File: src/decoder_pkg.sv
// Constants and types shared by the opcode and operand decoder.
package decoder_pkg;

  localparam logic [7:0] OP_NEAR_CALL = 8'hE8;
  localparam logic [7:0] OP_NEAR_JUMP = 8'hE9;
  localparam logic [7:0] OP_SHORT_JUMP = 8'hEB;
  localparam logic [7:0] OP_FAR_CALL = 8'h9A;
  localparam logic [7:0] OP_FAR_JUMP = 8'hEA;
  localparam logic [7:0] OP_NEAR_RETURN = 8'hC3;
  localparam logic [7:0] OP_NEAR_RETURN_IMM = 8'hC2;
  localparam logic [7:0] OP_FAR_RETURN = 8'hCB;
  localparam logic [7:0] OP_FAR_RETURN_IMM = 8'hCA;
  localparam logic [7:0] OP_GROUP_FF = 8'hFF;
  localparam logic [7:0] OP_LOCK = 8'hF0;
  localparam logic [7:0] OP_REP_NZ = 8'hF2;
  localparam logic [7:0] OP_REP_Z = 8'hF3;
  localparam logic [7:0] OP_CARRY_INVERT = 8'hF5;
  localparam logic [7:0] OP_CARRY_CLEAR = 8'hF8;
  localparam logic [7:0] OP_CARRY_SET = 8'hF9;
  localparam logic [7:0] OP_INT_DISABLE = 8'hFA;
  localparam logic [7:0] OP_INT_ENABLE = 8'hFB;
  localparam logic [7:0] OP_DIR_CLEAR = 8'hFC;
  localparam logic [7:0] OP_DIR_SET = 8'hFD;

  localparam logic [7:0] SEG_PREFIX_MASK = 8'hE7;
  localparam logic [7:0] SEG_PREFIX_VAL = 8'h26;
  localparam logic [7:0] COPROC_MASK = 8'hF8;
  localparam logic [7:0] COPROC_VAL = 8'hD8;
  localparam logic [7:0] ALU_IMM_MASK = 8'hFC;
  localparam logic [7:0] ALU_IMM_VAL = 8'h80;
  localparam logic [7:0] SHIFT_MASK = 8'hFC;
  localparam logic [7:0] SHIFT_VAL = 8'hD0;
  localparam logic [7:0] ALU_REGMEM_MASK = 8'hC4;
  localparam logic [7:0] ALU_REGMEM_VAL = 8'h00;
  localparam logic [7:0] STR_CMP_MASK = 8'hF6;
  localparam logic [7:0] STR_CMP_VAL = 8'hA6;

  localparam int BIT_WIDTH = 0;
  localparam int BIT_DIR = 1;
  localparam int BIT_SIGN = 1;
  localparam int BIT_COUNT_SRC = 1;
  localparam int BIT_REP_Z = 0;
  localparam int FLD_MOD_LSB = 6;
  localparam int FLD_REG_LSB = 3;
  localparam int FLD_RM_LSB = 0;
  localparam int FLD_SEG_LSB = 3;

  localparam logic [1:0] MOD_NODISP = 2'h0;
  localparam logic [1:0] MOD_DISP8 = 2'h1;
  localparam logic [1:0] MOD_DISP16 = 2'h2;
  localparam logic [1:0] MOD_REG = 2'h3;
  localparam logic [2:0] RM_DIRECT = 3'h6;
  localparam logic [1:0] SW_FULL_WORD = 2'h1;
  localparam logic [1:0] SW_SEXT_BYTE = 2'h3;

  localparam logic [2:0] EXT_IND_NEAR_CALL = 3'h2;
  localparam logic [2:0] EXT_IND_FAR_CALL = 3'h3;
  localparam logic [2:0] EXT_IND_NEAR_JUMP = 3'h4;
  localparam logic [2:0] EXT_IND_FAR_JUMP = 3'h5;

  localparam logic [1:0] SEG_EXTRA = 2'h0;
  localparam logic [1:0] SEG_CODE = 2'h1;
  localparam logic [1:0] SEG_STACK = 2'h2;
  localparam logic [1:0] SEG_DATA = 2'h3;

  localparam logic [2:0] REG_ACC = 3'h0;
  localparam logic [2:0] REG_COUNT = 3'h1;
  localparam logic [2:0] REG_DATA = 3'h2;
  localparam logic [2:0] REG_BASE = 3'h3;
  localparam logic [2:0] REG_STACK_PTR = 3'h4;
  localparam logic [2:0] REG_BASE_PTR = 3'h5;
  localparam logic [2:0] REG_SRC_INDEX = 3'h6;
  localparam logic [2:0] REG_DEST_INDEX = 3'h7;

  localparam int SW_OVERFLOW = 11;
  localparam int SW_DIRECTION = 10;
  localparam int SW_INT = 9;
  localparam int SW_INT_DUP = 8;
  localparam int SW_SIGN = 7;
  localparam int SW_ZERO = 6;
  localparam int SW_AUX = 4;
  localparam int SW_PARITY = 2;
  localparam int SW_CARRY = 0;

  localparam logic FLAG_RESET = 1'h0;
  localparam logic [7:0] SHIFT_ONE = 8'h01;

  typedef enum logic [4:0] {
    IC_OTHER, IC_NEAR_CALL, IC_NEAR_JUMP, IC_SHORT_JUMP, IC_FAR_CALL, IC_FAR_JUMP,
    IC_NEAR_RETURN, IC_NEAR_RETURN_IMM, IC_FAR_RETURN, IC_FAR_RETURN_IMM,
    IC_GROUP_FF, IC_IND_NEAR_CALL, IC_IND_FAR_CALL, IC_IND_NEAR_JUMP, IC_IND_FAR_JUMP,
    IC_ALU_REGMEM, IC_ALU_IMM, IC_SHIFT_ROT, IC_FLAG_CTRL, IC_COPROC, IC_STRING_CMP
  } insn_class_t;

endpackage

File: src/ea_calc.sv
// Effective address adder for the memory operand forms.
`timescale 1ns/1ps
`default_nettype none

module ea_calc
  import decoder_pkg::*;
#(
  parameter int WORD_W = 16
) (
  input wire logic [1:0] mode_in,
  input wire logic [2:0] selector_in,
  input wire logic [WORD_W-1:0] disp_in,
  input wire logic [WORD_W-1:0] base_reg_in,
  input wire logic [WORD_W-1:0] base_pointer_in,
  input wire logic [WORD_W-1:0] src_index_in,
  input wire logic [WORD_W-1:0] dest_index_in,
  output logic [WORD_W-1:0] effective_address_out
);

  logic [WORD_W-1:0] base_sum;

  always_comb begin
    case (selector_in)
      3'h0: base_sum = base_reg_in + src_index_in;
      3'h1: base_sum = base_reg_in + dest_index_in;
      3'h2: base_sum = base_pointer_in + src_index_in;
      3'h3: base_sum = base_pointer_in + dest_index_in;
      3'h4: base_sum = src_index_in;
      3'h5: base_sum = dest_index_in;
      3'h6: base_sum = (mode_in == MOD_NODISP) ? '0 : base_pointer_in;
      default: base_sum = base_reg_in;
    endcase
  end

  assign effective_address_out = base_sum + disp_in;

endmodule

`default_nettype wire

File: src/opcode_operand_decoder.sv
// Instruction byte decoder for control transfer, operand and prefix fields.
`timescale 1ns/1ps
`default_nettype none

// Operation
// - E8 is near call, two displacement bytes.
// - E9 near jump word, EB short byte.
// - 9A far call with offset and segment.
// - C3 near return, C2 adds immediate.
// - CB far return, CA adds immediate.
// - Direction bit set means register is destination.
// - Width bit selects word or byte.
// - Mode 11 makes selector a register.
// - Mode 00 no displacement, except direct address.
// - Mode 01 byte sign-extended, 10 full word.
// - Selector picks base and index sum.
// - Displacement precedes immediate data bytes.
// - Sign-width 01 word, 11 extended byte.
// - Count bit selects one or count low.
// - Compare-sense bit versus zero flag decides repeat.
// - Segment prefix overrides next access segment.
// - Status word packs flags at fixed bits.
// - Carry invert and carry set exist.
// - Direction clear and set exist.
// - Interrupt disable and enable exist.
// - Coprocessor handoff carries extension and address.
// - Lock prefix holds bus lock through next.
module opcode_operand_decoder
  import decoder_pkg::*;
#(
  parameter int WORD_W = 16
) (
  input wire logic mclk_in,
  input wire logic rst_in,
  input wire logic [7:0] byte_in,
  input wire logic byte_valid_in,
  output logic byte_ready_out,
  input wire logic [WORD_W-1:0] base_reg_in,
  input wire logic [WORD_W-1:0] base_pointer_in,
  input wire logic [WORD_W-1:0] src_index_in,
  input wire logic [WORD_W-1:0] dest_index_in,
  input wire logic [WORD_W-1:0] count_reg_in,
  input wire logic overflow_flag_in,
  input wire logic sign_flag_in,
  input wire logic zero_flag_in,
  input wire logic aux_carry_flag_in,
  input wire logic parity_flag_in,
  output logic insn_done_out,
  output insn_class_t insn_class_out,
  output logic [7:0] opcode_out,
  output logic word_op_out,
  output logic reg_is_dest_out,
  output logic [2:0] dest_sel_out,
  output logic [2:0] src_sel_out,
  output logic rm_is_reg_out,
  output logic [WORD_W-1:0] effective_address_out,
  output logic [WORD_W-1:0] disp_out,
  output logic [WORD_W-1:0] operand_out,
  output logic [WORD_W-1:0] segment_out,
  output logic [7:0] shift_count_out,
  output logic [2:0] coproc_ext_out,
  output logic seg_override_valid_out,
  output logic [1:0] seg_override_out,
  output logic repeat_active_out,
  output logic repeat_continue_out,
  output logic bus_lock_out,
  output logic [15:0] status_word_out
);

  typedef enum logic [2:0] {S_OPCODE, S_MODRM, S_DISP, S_IMM, S_DONE} state_t;

  function automatic logic [WORD_W-1:0] sext8(input logic [7:0] b);
    sext8 = {{(WORD_W-8){b[7]}}, b};
  endfunction

  state_t state_q;
  insn_class_t class_q;
  insn_class_t dec_class;
  logic [7:0] opcode_q;
  logic [7:0] modrm_q;
  logic [7:0] disp_b [2];
  logic [7:0] opnd_b [4];
  logic [2:0] imm_need_q;
  logic [1:0] disp_need_q;
  logic [2:0] idx_q;
  logic dec_modrm;
  logic [2:0] dec_imm;
  logic [1:0] mod_disp;
  logic take;
  logic is_seg_prefix;
  logic is_prefix;
  logic seg_valid_q;
  logic [1:0] seg_q;
  logic rep_active_q;
  logic rep_z_q;
  logic lock_q;
  logic carry_flag_q;
  logic direction_flag_q;
  logic interrupt_flag_q;
  logic [WORD_W-1:0] disp_val;
  logic [WORD_W-1:0] ea_val;
  logic [1:0] mod_f;
  logic [2:0] reg_f;
  logic [2:0] rm_f;

  assign byte_ready_out = (state_q != S_DONE);
  assign take = byte_valid_in && byte_ready_out;
  assign is_seg_prefix = (byte_in & SEG_PREFIX_MASK) == SEG_PREFIX_VAL;
  assign is_prefix = is_seg_prefix || byte_in == OP_LOCK || byte_in == OP_REP_NZ
                     || byte_in == OP_REP_Z;
  assign mod_f = modrm_q[FLD_MOD_LSB +: 2];
  assign reg_f = modrm_q[FLD_REG_LSB +: 3];
  assign rm_f = modrm_q[FLD_RM_LSB +: 3];

  // Opcode byte classification and the count of trailing bytes it implies.
  always_comb begin
    dec_class = IC_OTHER;
    dec_modrm = 1'h0;
    dec_imm = 3'h0;
    case (byte_in)
      OP_NEAR_CALL: begin
        dec_class = IC_NEAR_CALL;
        dec_imm = 3'h2;
      end
      OP_NEAR_JUMP: begin
        dec_class = IC_NEAR_JUMP;
        dec_imm = 3'h2;
      end
      OP_SHORT_JUMP: begin
        dec_class = IC_SHORT_JUMP;
        dec_imm = 3'h1;
      end
      OP_FAR_CALL: begin
        dec_class = IC_FAR_CALL;
        dec_imm = 3'h4;
      end
      OP_FAR_JUMP: begin
        dec_class = IC_FAR_JUMP;
        dec_imm = 3'h4;
      end
      OP_NEAR_RETURN: dec_class = IC_NEAR_RETURN;
      OP_NEAR_RETURN_IMM: begin
        dec_class = IC_NEAR_RETURN_IMM;
        dec_imm = 3'h2;
      end
      OP_FAR_RETURN: dec_class = IC_FAR_RETURN;
      OP_FAR_RETURN_IMM: begin
        dec_class = IC_FAR_RETURN_IMM;
        dec_imm = 3'h2;
      end
      OP_GROUP_FF: begin
        dec_class = IC_GROUP_FF;
        dec_modrm = 1'h1;
      end
      OP_CARRY_INVERT, OP_CARRY_CLEAR, OP_CARRY_SET, OP_INT_DISABLE, OP_INT_ENABLE,
      OP_DIR_CLEAR, OP_DIR_SET: dec_class = IC_FLAG_CTRL;
      default: begin
        if ((byte_in & ALU_REGMEM_MASK) == ALU_REGMEM_VAL) begin
          dec_class = IC_ALU_REGMEM;
          dec_modrm = 1'h1;
        end else if ((byte_in & ALU_IMM_MASK) == ALU_IMM_VAL) begin
          dec_class = IC_ALU_IMM;
          dec_modrm = 1'h1;
          dec_imm = (byte_in[1:0] == SW_FULL_WORD) ? 3'h2 : 3'h1;
        end else if ((byte_in & SHIFT_MASK) == SHIFT_VAL) begin
          dec_class = IC_SHIFT_ROT;
          dec_modrm = 1'h1;
        end else if ((byte_in & COPROC_MASK) == COPROC_VAL) begin
          dec_class = IC_COPROC;
          dec_modrm = 1'h1;
        end else if ((byte_in & STR_CMP_MASK) == STR_CMP_VAL) begin
          dec_class = IC_STRING_CMP;
        end
      end
    endcase
  end

  // Displacement bytes implied by the addressing form.
  always_comb begin
    case (byte_in[FLD_MOD_LSB +: 2])
      MOD_DISP8: mod_disp = 2'h1;
      MOD_DISP16: mod_disp = 2'h2;
      MOD_NODISP: mod_disp = (byte_in[FLD_RM_LSB +: 3] == RM_DIRECT) ? 2'h2 : 2'h0;
      default: mod_disp = 2'h0;
    endcase
  end

  // Byte sequencing: opcode, operand selector, displacement, then immediate.
  always_ff @(posedge mclk_in or posedge rst_in) begin
    if (rst_in) begin
      state_q <= S_OPCODE;
      idx_q <= 3'h0;
      imm_need_q <= 3'h0;
      disp_need_q <= 2'h0;
    end else begin
      case (state_q)
        S_OPCODE: begin
          if (take && !is_prefix) begin
            imm_need_q <= dec_imm;
            disp_need_q <= 2'h0;
            idx_q <= 3'h0;
            if (dec_modrm) begin
              state_q <= S_MODRM;
            end else if (dec_imm != 3'h0) begin
              state_q <= S_IMM;
            end else begin
              state_q <= S_DONE;
            end
          end
        end
        S_MODRM: begin
          if (take) begin
            disp_need_q <= mod_disp;
            if (mod_disp != 2'h0) begin
              state_q <= S_DISP;
            end else if (imm_need_q != 3'h0) begin
              state_q <= S_IMM;
            end else begin
              state_q <= S_DONE;
            end
          end
        end
        S_DISP: begin
          if (take) begin
            if (idx_q + 3'h1 == {1'h0, disp_need_q}) begin
              idx_q <= 3'h0;
              state_q <= (imm_need_q != 3'h0) ? S_IMM : S_DONE;
            end else begin
              idx_q <= idx_q + 3'h1;
            end
          end
        end
        S_IMM: begin
          if (take) begin
            if (idx_q + 3'h1 == imm_need_q) begin
              state_q <= S_DONE;
            end else begin
              idx_q <= idx_q + 3'h1;
            end
          end
        end
        default: state_q <= S_OPCODE;
      endcase
    end
  end

  // Instruction bytes are captured into indexed storage.
  always_ff @(posedge mclk_in or posedge rst_in) begin
    if (rst_in) begin
      opcode_q <= 8'h00;
      modrm_q <= 8'h00;
      class_q <= IC_OTHER;
      disp_b <= '{default: 8'h00};
      opnd_b <= '{default: 8'h00};
    end else if (take) begin
      if (state_q == S_OPCODE && !is_prefix) begin
        opcode_q <= byte_in;
        class_q <= dec_class;
        modrm_q <= 8'h00;
        disp_b <= '{default: 8'h00};
        opnd_b <= '{default: 8'h00};
      end
      if (state_q == S_MODRM) begin
        modrm_q <= byte_in;
      end
      if (state_q == S_DISP) begin
        disp_b[idx_q[0]] <= byte_in;
      end
      if (state_q == S_IMM) begin
        opnd_b[idx_q[1:0]] <= byte_in;
      end
    end
  end

  // Prefix state applies to the next instruction and ends with it.
  always_ff @(posedge mclk_in or posedge rst_in) begin
    if (rst_in) begin
      seg_valid_q <= 1'h0;
      seg_q <= SEG_EXTRA;
      rep_active_q <= 1'h0;
      rep_z_q <= 1'h0;
      lock_q <= 1'h0;
    end else if (state_q == S_DONE) begin
      seg_valid_q <= 1'h0;
      rep_active_q <= 1'h0;
      lock_q <= 1'h0;
    end else if (take && state_q == S_OPCODE) begin
      if (is_seg_prefix) begin
        seg_valid_q <= 1'h1;
        seg_q <= byte_in[FLD_SEG_LSB +: 2];
      end
      if (byte_in == OP_REP_NZ || byte_in == OP_REP_Z) begin
        rep_active_q <= 1'h1;
        rep_z_q <= byte_in[BIT_REP_Z];
      end
      if (byte_in == OP_LOCK) begin
        lock_q <= 1'h1;
      end
    end
  end

  // Processor-control flag changes.
  always_ff @(posedge mclk_in or posedge rst_in) begin
    if (rst_in) begin
      carry_flag_q <= FLAG_RESET;
      direction_flag_q <= FLAG_RESET;
      interrupt_flag_q <= FLAG_RESET;
    end else if (take && state_q == S_OPCODE) begin
      case (byte_in)
        OP_CARRY_INVERT: carry_flag_q <= !carry_flag_q;
        OP_CARRY_SET: carry_flag_q <= 1'h1;
        OP_CARRY_CLEAR: carry_flag_q <= 1'h0;
        OP_DIR_CLEAR: direction_flag_q <= 1'h0;
        OP_DIR_SET: direction_flag_q <= 1'h1;
        OP_INT_DISABLE: interrupt_flag_q <= 1'h0;
        OP_INT_ENABLE: interrupt_flag_q <= 1'h1;
        default: carry_flag_q <= carry_flag_q;
      endcase
    end
  end

  always_comb begin
    case (mod_f)
      MOD_DISP8: disp_val = sext8(disp_b[0]);
      MOD_DISP16: disp_val = {disp_b[1], disp_b[0]};
      MOD_NODISP: disp_val = (rm_f == RM_DIRECT) ? {disp_b[1], disp_b[0]} : '0;
      default: disp_val = '0;
    endcase
  end

  ea_calc #(
    .WORD_W(WORD_W)
  ) u_ea_calc (
    .mode_in(mod_f),
    .selector_in(rm_f),
    .disp_in(disp_val),
    .base_reg_in(base_reg_in),
    .base_pointer_in(base_pointer_in),
    .src_index_in(src_index_in),
    .dest_index_in(dest_index_in),
    .effective_address_out(ea_val)
  );

  // Decoded results are registered when the last byte has been taken.
  always_ff @(posedge mclk_in or posedge rst_in) begin
    if (rst_in) begin
      insn_done_out <= 1'h0;
      insn_class_out <= IC_OTHER;
      opcode_out <= 8'h00;
      word_op_out <= 1'h0;
      reg_is_dest_out <= 1'h0;
      dest_sel_out <= REG_ACC;
      src_sel_out <= REG_ACC;
      rm_is_reg_out <= 1'h0;
      effective_address_out <= '0;
      disp_out <= '0;
      operand_out <= '0;
      segment_out <= '0;
      shift_count_out <= 8'h00;
      coproc_ext_out <= 3'h0;
      repeat_continue_out <= 1'h0;
    end else begin
      insn_done_out <= (state_q == S_DONE);
      if (state_q == S_DONE) begin
        opcode_out <= opcode_q;
        word_op_out <= opcode_q[BIT_WIDTH];
        reg_is_dest_out <= opcode_q[BIT_DIR];
        dest_sel_out <= opcode_q[BIT_DIR] ? reg_f : rm_f;
        src_sel_out <= opcode_q[BIT_DIR] ? rm_f : reg_f;
        rm_is_reg_out <= (mod_f == MOD_REG);
        effective_address_out <= (mod_f == MOD_REG) ? '0 : ea_val;
        disp_out <= disp_val;
        segment_out <= {opnd_b[3], opnd_b[2]};
        coproc_ext_out <= reg_f;
        shift_count_out <= opcode_q[BIT_COUNT_SRC] ? count_reg_in[7:0] : SHIFT_ONE;
        repeat_continue_out <= rep_active_q && (zero_flag_in == rep_z_q);
        if (class_q == IC_SHORT_JUMP ||
            (class_q == IC_ALU_IMM && opcode_q[1:0] == SW_SEXT_BYTE)) begin
          operand_out <= sext8(opnd_b[0]);
        end else if (class_q == IC_ALU_IMM && !opcode_q[BIT_SIGN] && !opcode_q[BIT_WIDTH]) begin
          operand_out <= {8'h00, opnd_b[0]};
        end else begin
          operand_out <= {opnd_b[1], opnd_b[0]};
        end
        if (class_q == IC_GROUP_FF) begin
          case (reg_f)
            EXT_IND_NEAR_CALL: insn_class_out <= IC_IND_NEAR_CALL;
            EXT_IND_FAR_CALL: insn_class_out <= IC_IND_FAR_CALL;
            EXT_IND_NEAR_JUMP: insn_class_out <= IC_IND_NEAR_JUMP;
            EXT_IND_FAR_JUMP: insn_class_out <= IC_IND_FAR_JUMP;
            default: insn_class_out <= IC_OTHER;
          endcase
        end else begin
          insn_class_out <= class_q;
        end
      end
    end
  end

  // Status word packing, registered every cycle.
  always_ff @(posedge mclk_in or posedge rst_in) begin
    if (rst_in) begin
      status_word_out <= 16'h0000;
    end else begin
      status_word_out <= 16'h0000;
      status_word_out[SW_OVERFLOW] <= overflow_flag_in;
      status_word_out[SW_DIRECTION] <= direction_flag_q;
      status_word_out[SW_INT] <= interrupt_flag_q;
      status_word_out[SW_INT_DUP] <= interrupt_flag_q;
      status_word_out[SW_SIGN] <= sign_flag_in;
      status_word_out[SW_ZERO] <= zero_flag_in;
      status_word_out[SW_AUX] <= aux_carry_flag_in;
      status_word_out[SW_PARITY] <= parity_flag_in;
      status_word_out[SW_CARRY] <= carry_flag_q;
    end
  end

  assign seg_override_valid_out = seg_valid_q;
  assign seg_override_out = seg_q;
  assign repeat_active_out = rep_active_q;
  assign bus_lock_out = lock_q;

  property p_near_call_bytes;
    @(posedge mclk_in) disable iff (rst_in)
      (take && state_q == S_OPCODE && byte_in == OP_NEAR_CALL)
        |-> ##1 (state_q == S_IMM && imm_need_q == 3'h2);
  endproperty
  a_near_call_bytes: assert property (p_near_call_bytes) else $error("near call bytes");

  property p_short_jump_bytes;
    @(posedge mclk_in) disable iff (rst_in)
      (take && state_q == S_OPCODE && byte_in == OP_SHORT_JUMP) |-> ##1 imm_need_q == 3'h1;
  endproperty
  a_short_jump_bytes: assert property (p_short_jump_bytes) else $error("short jump");

  property p_far_call_bytes;
    @(posedge mclk_in) disable iff (rst_in)
      (take && state_q == S_OPCODE && byte_in == OP_FAR_CALL) |-> ##1 imm_need_q == 3'h4;
  endproperty
  a_far_call_bytes: assert property (p_far_call_bytes) else $error("far call bytes");

  property p_near_return;
    @(posedge mclk_in) disable iff (rst_in)
      (take && state_q == S_OPCODE && byte_in == OP_NEAR_RETURN)
        |-> ##2 (insn_done_out && insn_class_out == IC_NEAR_RETURN);
  endproperty
  a_near_return: assert property (p_near_return) else $error("near return");

  property p_reg_operand;
    @(posedge mclk_in) disable iff (rst_in)
      (take && state_q == S_MODRM && byte_in[7:6] == MOD_REG) |-> ##1 disp_need_q == 2'h0;
  endproperty
  a_reg_operand: assert property (p_reg_operand) else $error("register form disp");

  property p_shift_one;
    @(posedge mclk_in) disable iff (rst_in)
      (insn_done_out && insn_class_out == IC_SHIFT_ROT && !opcode_out[BIT_COUNT_SRC])
        |-> shift_count_out == SHIFT_ONE;
  endproperty
  a_shift_one: assert property (p_shift_one) else $error("shift count");

  property p_dir_set;
    @(posedge mclk_in) disable iff (rst_in)
      (take && state_q == S_OPCODE && byte_in == OP_DIR_SET) |-> ##2 status_word_out[SW_DIRECTION];
  endproperty
  a_dir_set: assert property (p_dir_set) else $error("direction set");

  property p_carry_set;
    @(posedge mclk_in) disable iff (rst_in)
      (take && state_q == S_OPCODE && byte_in == OP_CARRY_SET) |-> ##2 status_word_out[SW_CARRY];
  endproperty
  a_carry_set: assert property (p_carry_set) else $error("carry set");

  property p_lock_held;
    @(posedge mclk_in) disable iff (rst_in)
      (take && state_q == S_OPCODE && byte_in == OP_LOCK) |-> ##1 bus_lock_out;
  endproperty
  a_lock_held: assert property (p_lock_held) else $error("bus lock");

endmodule

`default_nettype wire

File: config.mk
export PLATFORM = sky130hd
export DESIGN_NAME = opcode_operand_decoder
export DESIGN_NICKNAME = d
export VERILOG_FILES = /design/src/decoder_pkg.sv /design/src/ea_calc.sv /design/src/opcode_operand_decoder.sv
export SDC_FILE = /design/constraint.sdc
export NUM_CORES = 1
export LEC_CHECK = 0
export ABC_AREA = 1
export BUFFER_PORTS_ARGS = -buffer_cell sky130_fd_sc_hd__buf_2
export CELL_PAD_IN_SITES_DETAIL_PLACEMENT = 1
export CELL_PAD_IN_SITES_GLOBAL_PLACEMENT = 2
export CORE_ASPECT_RATIO = 0.8
export CORE_MARGIN = 4
export CORE_UTILIZATION = 32
export CTS_CLUSTER_DIAMETER = 200
export DETAILED_ROUTE_END_ITERATION = 10
export PLACE_DENSITY_LB_ADDON = 0.1
export SLEW_MARGIN = 20
export SYNTH_ARGS = -nofsm -noshare
export SYNTH_HDL_FRONTEND = slang
export SYNTH_SLANG_ARGS = --single-unit
File: constraint.sdc
create_clock -name mclk_in -period 8 [get_ports mclk_in]
set_input_delay 1.6 -clock mclk_in [delete_from_list [all_inputs] [get_ports mclk_in]]
set_output_delay 1.6 -clock mclk_in [all_outputs]
set_load 0.02 [all_outputs]
==> results.json, run 1 <==
{
  "crit_cells": 23,
  "critical_path.startpoint": "modrm_q[2]$_DFFE_PP0P_",
  "routed_wire_length_per_instance_um": 19.0,
  "cts.repair.resized": 0,
  "cts_buffer_count": 17,
  "fraction_of_synthesized_area_in_multiplexers_pct": 0.0974,
  "drtPass1Iterations": 5,
  "globalRouteTotalUtil_pct": 20.9,
  "rows": 61,
  "timing.reg2reg.setup_slack_ns": 2.65,
  "grt_start_max_net_pins": 132,
  "worstMarginPinSlew_ns": 1.05,
  "die_x_um": 221,
  "io_buffer_count": 201,
  "timing.max_slew.rel_slack_pct": 29.8,
  "fin_tns_setup_ns": 0,
  "required_ns": 8.35,
  "grt_pass1_wl_um": 63700,
  "preCtsSetupSlack_ns": 2.51,
  "path_class": "reg -> reg",
  "vias": 10700,
  "grt_antenna_before_repair": 0,
  "power.ir.vdd_worst_mv": 0.233,
  "finalWorstPathRequiredPeriod_ns": 5.35,
  "post_synthesis_simple_gate_area_fraction_pct": 20.4,
  "critPathBufInv": 3,
  "critical_path_peak_fanout": 31,
  "viasPerCell": 4.99,
  "clkSlewWorstSetupHoldPaths_ns": 0.07,
  "powerDensity_nw_per_um2": 322,
  "crit_path_end_kind": "flop",
  "post_synth_fa_ha_maj_area_fraction_pct": 6.15,
  "hold_path_startpoint": "direction_flag_q$_DFFE_PP0P_",
  "hp-class": "reg -> reg",
  "critical_path.endpoint": "effective_address_out[9]$_DFFE_PP0P_",
  "drt.antenna.violating_nets": 0,
  "fin_ws_ns": 2.65,
  "clkSinkCount": 194,
  "combinational_family_with_the_most_area_after_synthesis": "simple AND/OR/NAND/NOR gates",
  "setup_repair_after_global_routing_missed_its_margin": "false",
  "post_route_cells_drive_above_1_share_pct": 18.1,
  "finalCritPeriodShare_pct": 66.9,
  "ctsHoldBuffers": 0,
  "synthesized_area_fraction_occupied_by_ao_oa_aoi_and_oai_cells_pct": 20.3,
  "areaGrowthSynthToFinish_pct": 16.6,
  "maximum_clock_skew_at_final_layout_ns": 0.0108,
  "post_dp_cell_area_um2": 12900,
  "effective_utilization_at_floorplan_pct": 32.9,
  "synth_sequential_area_ratio_pct": 42.0,
  "avgSynthCellArea_um2": 7.81,
  "n_antenna_cell": 0,
  "root_buffer": "clkbuf_16",
  "drt_iter0_markers": 718,
  "placeableCoreArea_um2": 35200,
  "postSynth.asyncResetShare_pct": 100,
  "final_net_count": 1811,
  "timing.final.setup_violations": 0,
  "synthDistinctLibCells": 63,
  "drv_slew": 0,
  "tritoncts_clock_tree": "yes",
  "grt_pass1_vias": 10700,
  "crit_reg_reg_endpoint": "effective_address_out[9]$_DFFE_PP0P_",
  "dominantRegCellSynth": "dfrtp_1",
  "postLayoutCellArea_um2": 13500,
  "syn-cell-area_um2": 11600,
  "synth_enable_flop_cells": 0,
  "cts_post_setup_buffers_inserted": 0,
  "dp_hpwl_um": 31800,
  "reg2regPathDepth": 23,
  "maximum_number_of_buffers_from_clock_root_to_sink": 2,
  "p_leak_nw": 6.97,
  "maxCapViolations": 0,
  "critical_path.reg2reg.startpoint": "modrm_q[2]$_DFFE_PP0P_",
  "crit_chain": "nor2_4, nand2_2, o21ai_0, ha_1, inv_1, fa_1, inv_1, nand3_1, nand2_1, a21oi_1, o21bai_1, a21oi_1, o21ai_0, nand3_1, o21ai_1, inv_1, ha_1, nand2_1, o21ai_1, a21oi_1, or2_2, nand3_1, nand2_1",
  "ios": 217,
  "outcome": "complete, no violations",
  "start_kind": "flop",
  "worst_path_max_delay_cell": "dfrtp_1",
  "floorplan.die_area_um2": 39200,
  "post_synth_inst_count": 1481,
  "final-hold-violation-count": 0,
  "clock_latency_ns": 0.46,
  "remaining_drc_errors": 0,
  "die-height_um": 178,
  "crit_arrival_ns": 5.70,
  "synth_warnings": 0,
  "overflow": 0,
  "h_tree_level_count": 4,
  "max_freq_mhz": 187,
  "wl_um": 40800,
  "parity_gate_share_of_the_synthesized_area_counting_xor_and_xnor_cells_pct": 0.909,
  "delay_of_the_slowest_cell_on_the_worst_path_ns": 0.59,
  "place.gp.congestion": 0.877,
  "worst_path_dominant_cell_family": "simple AND/OR/NAND/NOR gates",
  "synth_seq_cells": 194
}
==> worst min-delay path by stage <==
stage	end	slack [ns]	depth (start not counted)
CTS	status_word_out[10]$_DFF_PP0_	0.39	0
detailed placement	status_word_out[10]$_DFF_PP0_	0.37	0
global placement	status_word_out[10]$_DFF_PP0_	0.37	0
global route	status_word_out[10]$_DFF_PP0_	0.39	0
finish	status_word_out[10]$_DFF_PP0_	0.39	0
floorplan	status_word_out[9]$_DFF_PP0_	0.35	0
==> power breakdown <==
part	switching [mW]	leakage, nW	internal [mW]
logic	1.53	4.10	0.631
registers	0.157	2.59	1.20
clock network	0.408	0.281	0.422
==> synth_stat cells (13+ instances only) <==
cell type	count	area [µm²]
nand2_1	306	1150
inv_1	223	837
dfrtp_1	194	4850
o21ai_0	146	731
nor2_1	96	360
o22ai_1	81	507
a21oi_1	80	400
nand3_1	62	310
ha_1	52	651
clkbuf_1	22	82.6
nor3_1	17	85.1
o21ai_1	14	70.1
buf_4	13	97.6
==> per-stage QoR <==
stage / hold slack, ns / power (mW) / std cells / utilization, %
global route: 0.395 / 4.72 / 2145 / 38.3
global placement: 0.373 / 3.50 / 2113 / 36.7
floorplan: 0.354 / 2.83 / 1487 / -
detailed placement: 0.366 / 3.54 / 2113 / 36.7
CTS: 0.387 / 4.39 / 2145 / 38.3
finish: 0.387 / 4.35 / 2145 / 38.3
==> per-layer routing <==
layer / track usage, % / wire (µm) / vias up
met3: 3.25 / 1670 / 18
met5: 0 / 0 / -
met2: 29.7 / 16800 / 174
met1: 33.5 / 22000 / 5224
li1: - / - / 5297
met4: 3.46 / 300 / 0
==> worst reg2reg max path, stage by stage (launching register included) <==
cell      delay [ns]
dfrtp_1         0.59
nor2_4          0.38
nand2_2         0.45
o21ai_0         0.40
ha_1            0.23
inv_1           0.06
fa_1            0.37
inv_1           0.10
nand3_1         0.08
nand2_1         0.21
a21oi_1         0.10
o21bai_1        0.36
a21oi_1         0.11
o21ai_0         0.10
nand3_1         0.09
o21ai_1         0.10
inv_1           0.07
ha_1            0.35
nand2_1         0.11
o21ai_1         0.39
a21oi_1         0.19
or2_2           0.30
nand3_1         0.07
nand2_1         0.05
==> placed cells by master, fill, tap and decap left out, types with 4 or more instances in the layout <==
cell type,n
conb_1,7
o211ai_1,5
inv_1,222
nand3_2,8
a21oi_1,80
a21oi_2,4
or2_2,8
a22o_1,8
xnor2_1,5
o21bai_1,6
nand2_2,8
inv_8,4
o22ai_1,81
inv_2,11
a21o_1,5
nand4_1,5
o21ai_0,146
xor2_1,7
nor2_1,96
a311oi_1,12
nand3_1,62
buf_2,201
clkinv_2,4
dfrtp_1,194
nor2_2,6
clkbuf_16,17
ha_1,52
a31oi_1,12
nor3_1,17
o21ai_1,14
nand2_1,305
nor2_4,6
==> cell type report <==
type / instances / area, µm²
Sequential cell: 194 / 4850
Fill cell: 4342 / 21700
Clock buffer: 20 / 457
Inverter: 235 / 895
Timing Repair Buffer: 203 / 1020
Clock inverter: 12 / 97.6
Tap cell: 472 / 591
Multi-Input combinational cell: 1009 / 5570
==> flip-flops by register name (all words and copies together), names as in the netlist, 3 cells and up <==
register / count
opnd_b: 32
disp_b: 16
disp_out: 16
effective_address_out: 16
operand_out: 16
segment_out: 16
modrm_q: 8
opcode_out: 8
opcode_q: 8
shift_count_out: 8
status_word_out: 8
class_q: 5
insn_class_out: 5
coproc_ext_out: 3
dest_sel_out: 3
idx_q: 3
imm_need_q: 3
src_sel_out: 3
state_q: 3
==> logic make-up (layout without fill, tap and decap cells) <==
kind of cell | after synthesis | in the layout
other | 1 | 7
AO/OA/AOI/OAI | 398 | 398
XOR/XNOR | 12 | 12
adder cells (fa/ha/maj) | 55 | 55
flip-flops | 194 | 194
multiplexers | 1 | 1
buffers and inverters | 284 | 470
AND/OR/NAND/NOR | 536 | 536
Power figures use the tool's default switching activity.
==> run 2: changes to the inputs <==
ABC_AREA = 0   (was 1)
CORE_UTILIZATION = 34   (was 32)
clock period = 5.5 ns   (was 8 ns; I/O delays follow)
==> run 2 against run 1 <==
Net effect: critical path depth increased by 2; sequential cell count unchanged; clock power increased by 57%; first-iteration DRC count decreased by 13%; synthesized cell count decreased by 17%; core utilization increased by 3.9 points; sequential share of layout area decreased by 0.66 points; non-clock buffer count increased by 72; hold slack about the same; critical endpoint is now effective_address_out[15]$_DFFE_PP0P_; highest routed layer unchanged.
==> results.json, run 2 <==
{
  "outcome": "complete, no violations",
  "maximum_number_of_buffers_from_clock_root_to_sink": 2,
  "final_common_cell": "nand2_1",
  "hp-class": "reg -> reg",
  "min_path_cells": 0,
  "post_synth_inst_count": 1230,
  "crit_reg_reg_endpoint": "effective_address_out[14]$_DFFE_PP0P_",
  "crit_arrival_ns": 5.60,
  "powerDensity_nw_per_um2": 468,
  "max_freq_mhz": 190,
  "vias": 10100,
  "h_tree_level_count": 4,
  "floorplan.die_area_um2": 36100,
  "critical_path_peak_fanout": 3,
  "areaGrowthSynthToFinish_pct": 22.1,
  "dominantRegCellSynth": "dfrtp_1",
  "remaining_drc_errors": 0,
  "n_antenna_cell": 0,
  "clkSinkCount": 194,
  "timing.final.setup_violations": 0,
  "dp.cells": 1861,
  "synth_seq_cells": 194,
  "crit_path_end_kind": "flop",
  "placeableCoreArea_um2": 32600,
  "drtPass1Iterations": 5,
  "rows": 59,
  "clock_latency_ns": 0.44,
  "synth_warnings": 0,
  "critical_path.startpoint": "dest_index_in[0]",
  "synth.top_cells.by_area": "dfrtp_1, nand2_1, ha_1, mux2_2, a22o_1",
  "synthDistinctLibCells": 72,
  "ctsHoldBuffers": 0,
  "preCtsSetupSlack_ns": -0.433,
  "die_x_um": 211,
  "routed_wire_length_per_instance_um": 20.8,
  "worst_path_max_delay_cell": "a222oi_1",
  "clkSlewWorstSetupHoldPaths_ns": 0.08,
  "tritoncts_clock_tree": "yes",
  "power.ir.vdd_worst_mv": 0.231,
  "p_leak_nw": 6.93,
  "post_dp_cell_area_um2": 13000,
  "start_kind": "input port",
  "delay_of_the_slowest_cell_on_the_worst_path_ns": 0.38,
  "reg2regPathDepth": 19,
  "area_occupied_by_multi_input_gates_um2": 6050,
  "grt_start_max_net_pins": 167,
  "synth.largest_area_cell": "dfrtp_1",
  "worst_path_dominant_cell_family": "compound AO/OA/AOI/OAI gates",
  "largest-register": "opnd_b",
  "yosys-top-cells-count": "nand2_1, dfrtp_1, nor2_1",
  "final-hold-violation-count": 0,
  "post-synth-top-area-fraction_pct": 43.1,
  "setup_repair_after_global_routing_missed_its_margin": "false",
  "postLayoutCellArea_um2": 13700,
  "timing.reg2reg.setup_slack_ns": 0.24,
  "drv_slew": 0,
  "synth_sequential_area_ratio_pct": 43.1,
  "critical_path.reg2reg.startpoint": "modrm_q[1]$_DFFE_PP0P_",
  "place.gp.congestion": 0.886,
  "grt_antenna_before_repair": 0,
  "postSynth.asyncResetShare_pct": 100,
  "worst_hold_path.endpoint": "status_word_out[9]$_DFF_PP0_",
  "syn-cell-area_um2": 11300,
  "avgSynthCellArea_um2": 9.15,
  "overflow": 0,
  "io_buffer_count": 201,
  "cell_count_final_fillers_out": 1896,
  "dp_hpwl_um": 28800,
  "maxCapViolations": 0,
  "timing.max_slew.rel_slack_pct": 35.0,
  "layout.area.seq_um2": 4860,
  "root_buffer": "clkbuf_16",
  "filler_cell_count": 3809,
  "maximum_clock_skew_at_final_layout_ns": 0.00953,
  "finalCritPeriodShare_pct": 95.7,
  "hold_path_startpoint": "interrupt_flag_q$_DFFE_PP0P_",
  "critPathBufInv": 4,
  "fin_ws_ns": 0.236,
  "final_net_count": 1607,
  "finalWorstPathRequiredPeriod_ns": 5.26,
  "required_ns": 5.83,
  "path_class": "in -> reg",
  "worstMarginPinSlew_ns": 0.975,
  "die-height_um": 171,
  "synth_enable_flop_cells": 0,
  "final_cell_mix": "nand2_1, buf_2, dfrtp_1",
  "grt_pass1_vias": 10300,
  "ios": 217,
  "effective_utilization_at_floorplan_pct": 34.6,
  "drt.antenna.violating_nets": 0,
  "most_instantiated_library_cell_after_synthesis": "nand2_1",
  "viasPerCell": 5.33,
  "drt_iter0_markers": 622,
  "wl_um": 39500,
  "cts_buffer_count": 17,
  "grt_pass1_wl_um": 61200,
  "hold_ws_ns": 0.386,
  "largest_reg_flops": 32,
  "post_route_cells_drive_above_1_share_pct": 26.4,
  "globalRouteTotalUtil_pct": 21.6
}
run 2: logic make-up (layout without fill, tap and decap cells):
logic type                 after synthesis  count (layout)  share of synthesized area (%)
AOI/OAI and AO/OA                      316             316                           19.3
xor gates and xnor gates                35              35                           2.85
adders and majority gates               55              55                           6.32
buffers and inverters                  103             336                           3.78
DFF                                    194             194                           43.1
muxes                                   67              67                           6.57
other                                    1               7                         0.0333
and+or+nand+nor                        459             459                           18.0
run 2: routing by layer:
layer | GRT usage (%) | part of all wire, % | vias to the layer above
met5 | 0 | 0 | -
met4 | 3.58 | 0.87 | 0
met3 | 3.04 | 4.0 | 18
met2 | 30.6 | 41 | 209
met1 | 35.1 | 54 | 5073
li1 | - | - | 4802
run 2: worst max-delay path by stage:
stage	endpoint	slack [ns]	depth (start not counted)
finish	effective_address_out[15]$_DFFE_PP0P_	0.24	25
global route	effective_address_out[14]$_DFFE_PP0P_	0.02	19
CTS	effective_address_out[15]$_DFFE_PP0P_	0.008	24
detailed placement	effective_address_out[15]$_DFFE_PP0P_	-0.43	23
global placement	effective_address_out[15]$_DFFE_PP0P_	-0.36	23
floorplan	effective_address_out[15]$_DFFE_PP0P_	0.02	26
run 2: metrics by stage:
step           utilization [%]  power [mW]  TNS [ns]
2_1_floorplan                -        3.90         0
3_3_place_gp              40.1        5.04    -0.526
3_5_place_dp              40.1        5.10    -0.719
4_1_cts                   42.0        6.43         0
5_1_grt                   42.2        6.88         0
6_report                  42.2        6.43         0
run 2: cell type report:
type                       count  share of cell area [%]
sequential                   194                    35.3
clock buffer                  17                    3.10
clock inverter                15                    1.33
multi-input combinational    939                    44.0
tap                          427                    3.89
timing repair buffer         275                    11.5
inverter                      29                   0.819
run 2: timing repair:
item	CTS	global route
setup endpoints to repair	0	3
resized for setup	0	19
setup buffers	0	3
run 2: power by group:
part / total (mW) / switching, mW / leakage [nW] / internal [mW]
combinational: 3.09 / 1.92 / 4.05 / 1.17
clock: 1.30 / 0.644 / 0.296 / 0.657
sequential: 2.04 / 0.295 / 2.59 / 1.74
==> run 3: changes to the inputs <==
ABC_AREA = 1   (was 0)
CORE_UTILIZATION = 32   (was 34)
SETUP_SLACK_MARGIN = 0.02   (was unset)
==> run 3 against run 2 <==
Net effect: sequential cell count unchanged; combinational power up 3%; core utilization down 3.6 points; fmax up 10%; non-clock buffer count down 64; critical path type is now reg -> reg; first-iteration DRC count up 5.0%.
==> results.json, run 3 (same netlist as run 1, synthesis figures left out) <==
{
  "outcome": "complete, no violations",
  "drt.antenna.violating_nets": 0,
  "grt_pass1_wl_um": 63500,
  "maximum_number_of_buffers_from_clock_root_to_sink": 2,
  "final_cell_mix": "nand2_1, inv_1, buf_2",
  "timing.max_slew.rel_slack_pct": 31.9,
  "effective_utilization_at_floorplan_pct": 32.9,
  "path_class": "reg -> reg",
  "io_buffer_count": 201,
  "wl_um": 40700,
  "cell_count_final_fillers_out": 2153,
  "place.gp.congestion": 0.847,
  "detail_route.wirelength.met1_um": 22400,
  "finalWorstPathRequiredPeriod_ns": 4.78,
  "die_x_um": 221,
  "die-height_um": 178,
  "preCtsSetupSlack_ns": 0.693,
  "wl_met3_um": 1610,
  "grt_start_max_net_pins": 119,
  "worst_path_max_delay_cell": "dfrtp_1",
  "vias": 10800,
  "hold_ws_ns": 0.381,
  "setup_repair_after_global_routing_missed_its_margin": "false",
  "clkSlewWorstSetupHoldPaths_ns": 0.06,
  "clkSinkCount": 194,
  "filler_cell_count": 4384,
  "powerDensity_nw_per_um2": 471,
  "routed_wire_length_per_instance_um": 18.9,
  "drtPass1Iterations": 5,
  "drv_slew": 0,
  "cpMostUsedCell": "nand2_1",
  "total_net_switching_power_mw": 3.03,
  "placeableCoreArea_um2": 35200,
  "route.top_layer_used": "met4",
  "utilization_pct": 38.6,
  "clock_latency_ns": 0.45,
  "worstMarginPinSlew_ns": 1.02,
  "dp_hpwl_um": 31600,
  "postLayoutCellArea_um2": 13600,
  "met2_layer_wire_length_in_the_routed_design_um": 16400,
  "finalPower_mw": 6.39,
  "delay_of_the_slowest_cell_on_the_worst_path_ns": 0.71,
  "dp.cells": 2121,
  "power.sequential.fraction_pct": 30.9,
  "grt_pass1_vias": 10800,
  "power.ir.vdd_worst_mv": 0.198,
  "remaining_drc_errors": 0,
  "finalCritPeriodShare_pct": 87.0,
  "largest_reg_flops": 32,
  "post_route_cells_drive_above_1_share_pct": 18.4,
  "final_net_count": 1819,
  "rows": 61,
  "final_common_cell": "nand2_1",
  "post_dp_cell_area_um2": 13000,
  "fin_ws_ns": 0.716,
  "areaGrowthSynthToFinish_pct": 17.4,
  "n_antenna_cell": 0,
  "largest-register": "opnd_b",
  "ctsHoldBuffers": 0,
  "overflow": 0,
  "ios": 217,
  "crit_path_end_kind": "flop",
  "critical_path_peak_fanout": 23,
  "h_tree_level_count": 4,
  "cts_buffer_count": 17,
  "hp-class": "reg -> reg",
  "maxCapViolations": 0,
  "intPower_mw": 3.35,
  "final-hold-violation-count": 0,
  "p_leak_nw": 7.00,
  "drt_iter0_markers": 653,
  "viasPerCell": 5.01,
  "tritoncts_clock_tree": "yes",
  "clock_power_share_pct": 19.4,
  "grt_antenna_before_repair": 0,
  "comb_power_share_pct": 49.7,
  "floorplan.die_area_um2": 39200,
  "globalRouteTotalUtil_pct": 20.9,
  "cts_post_setup_buffers_inserted": 0,
  "required_ns": 5.87,
  "crit_arrival_ns": 5.15,
  "fin_tns_setup_ns": 0,
  "maximum_clock_skew_at_final_layout_ns": 0.0103,
  "root_buffer": "clkbuf_16",
  "start_kind": "flop",
  "timing.final.setup_violations": 0,
  "swShare_pct": 47.5,
  "cts.repair.resized": 0,
  "max_freq_mhz": 209
}
==> run 3: worst max-delay path: cells and delay by family, from the launching register on <==
family	cells	cell delay [ns]
and+or+nand+nor	15	1.96
adders and majority gates	2	0.74
AOI/OAI and AO/OA	6	0.72
DFF	1	0.71
buffers and inverters	3	0.56
==> run 3: cell type report <==
type                       count  area, µm²  share of cell area [%]
clock inverter                12        118                   0.867
sequential                   194       4850                    35.8
clock buffer                  20        457                    3.37
multi-input combinational   1009       5570                    41.0
inverter                     235        891                    6.56
timing repair buffer         211       1090                    8.06
tap                          472        591                    4.35
==> run 3: worst paths after layout <==
kind                                         startpoint                                     to  slack [ns]  cells past startpoint
max                              modrm_q[2]$_DFFE_PP0P_  effective_address_out[14]$_DFFE_PP0P_        0.72                     26
min reg2reg                interrupt_flag_q$_DFFE_PP0P_           status_word_out[9]$_DFF_PP0_        0.38                      0
min                        interrupt_flag_q$_DFFE_PP0P_           status_word_out[9]$_DFF_PP0_        0.38                      0
max in group asynchronous                        rst_in             disp_need_q[1]$_DFFE_PP0P_        3.69                      3
min in group asynchronous                        rst_in   effective_address_out[0]$_DFFE_PP0P_        0.71                      2
max reg2reg                      modrm_q[2]$_DFFE_PP0P_  effective_address_out[14]$_DFFE_PP0P_        0.72                     26
==> run 3: per-layer routing <==
layer / up-vias / global-route usage, %
met5: - / 0
met1: 5248 / 34.2
met2: 198 / 29.1
li1: 5309 / -
met4: 0 / 2.76
met3: 22 / 3.44
==> run 3: power groups by stage <==
stage | registers [mW] | logic, mW | clock network, mW
after floorplan | 2.18 | 1.93 | 0
after CTS | 1.98 | 3.19 | 1.27
after detailed placement | 2.00 | 3.18 | 0
final | 1.97 | 3.18 | 1.24
after global routing | 2.02 | 3.55 | 1.34
after global placement | 1.99 | 3.14 | 0
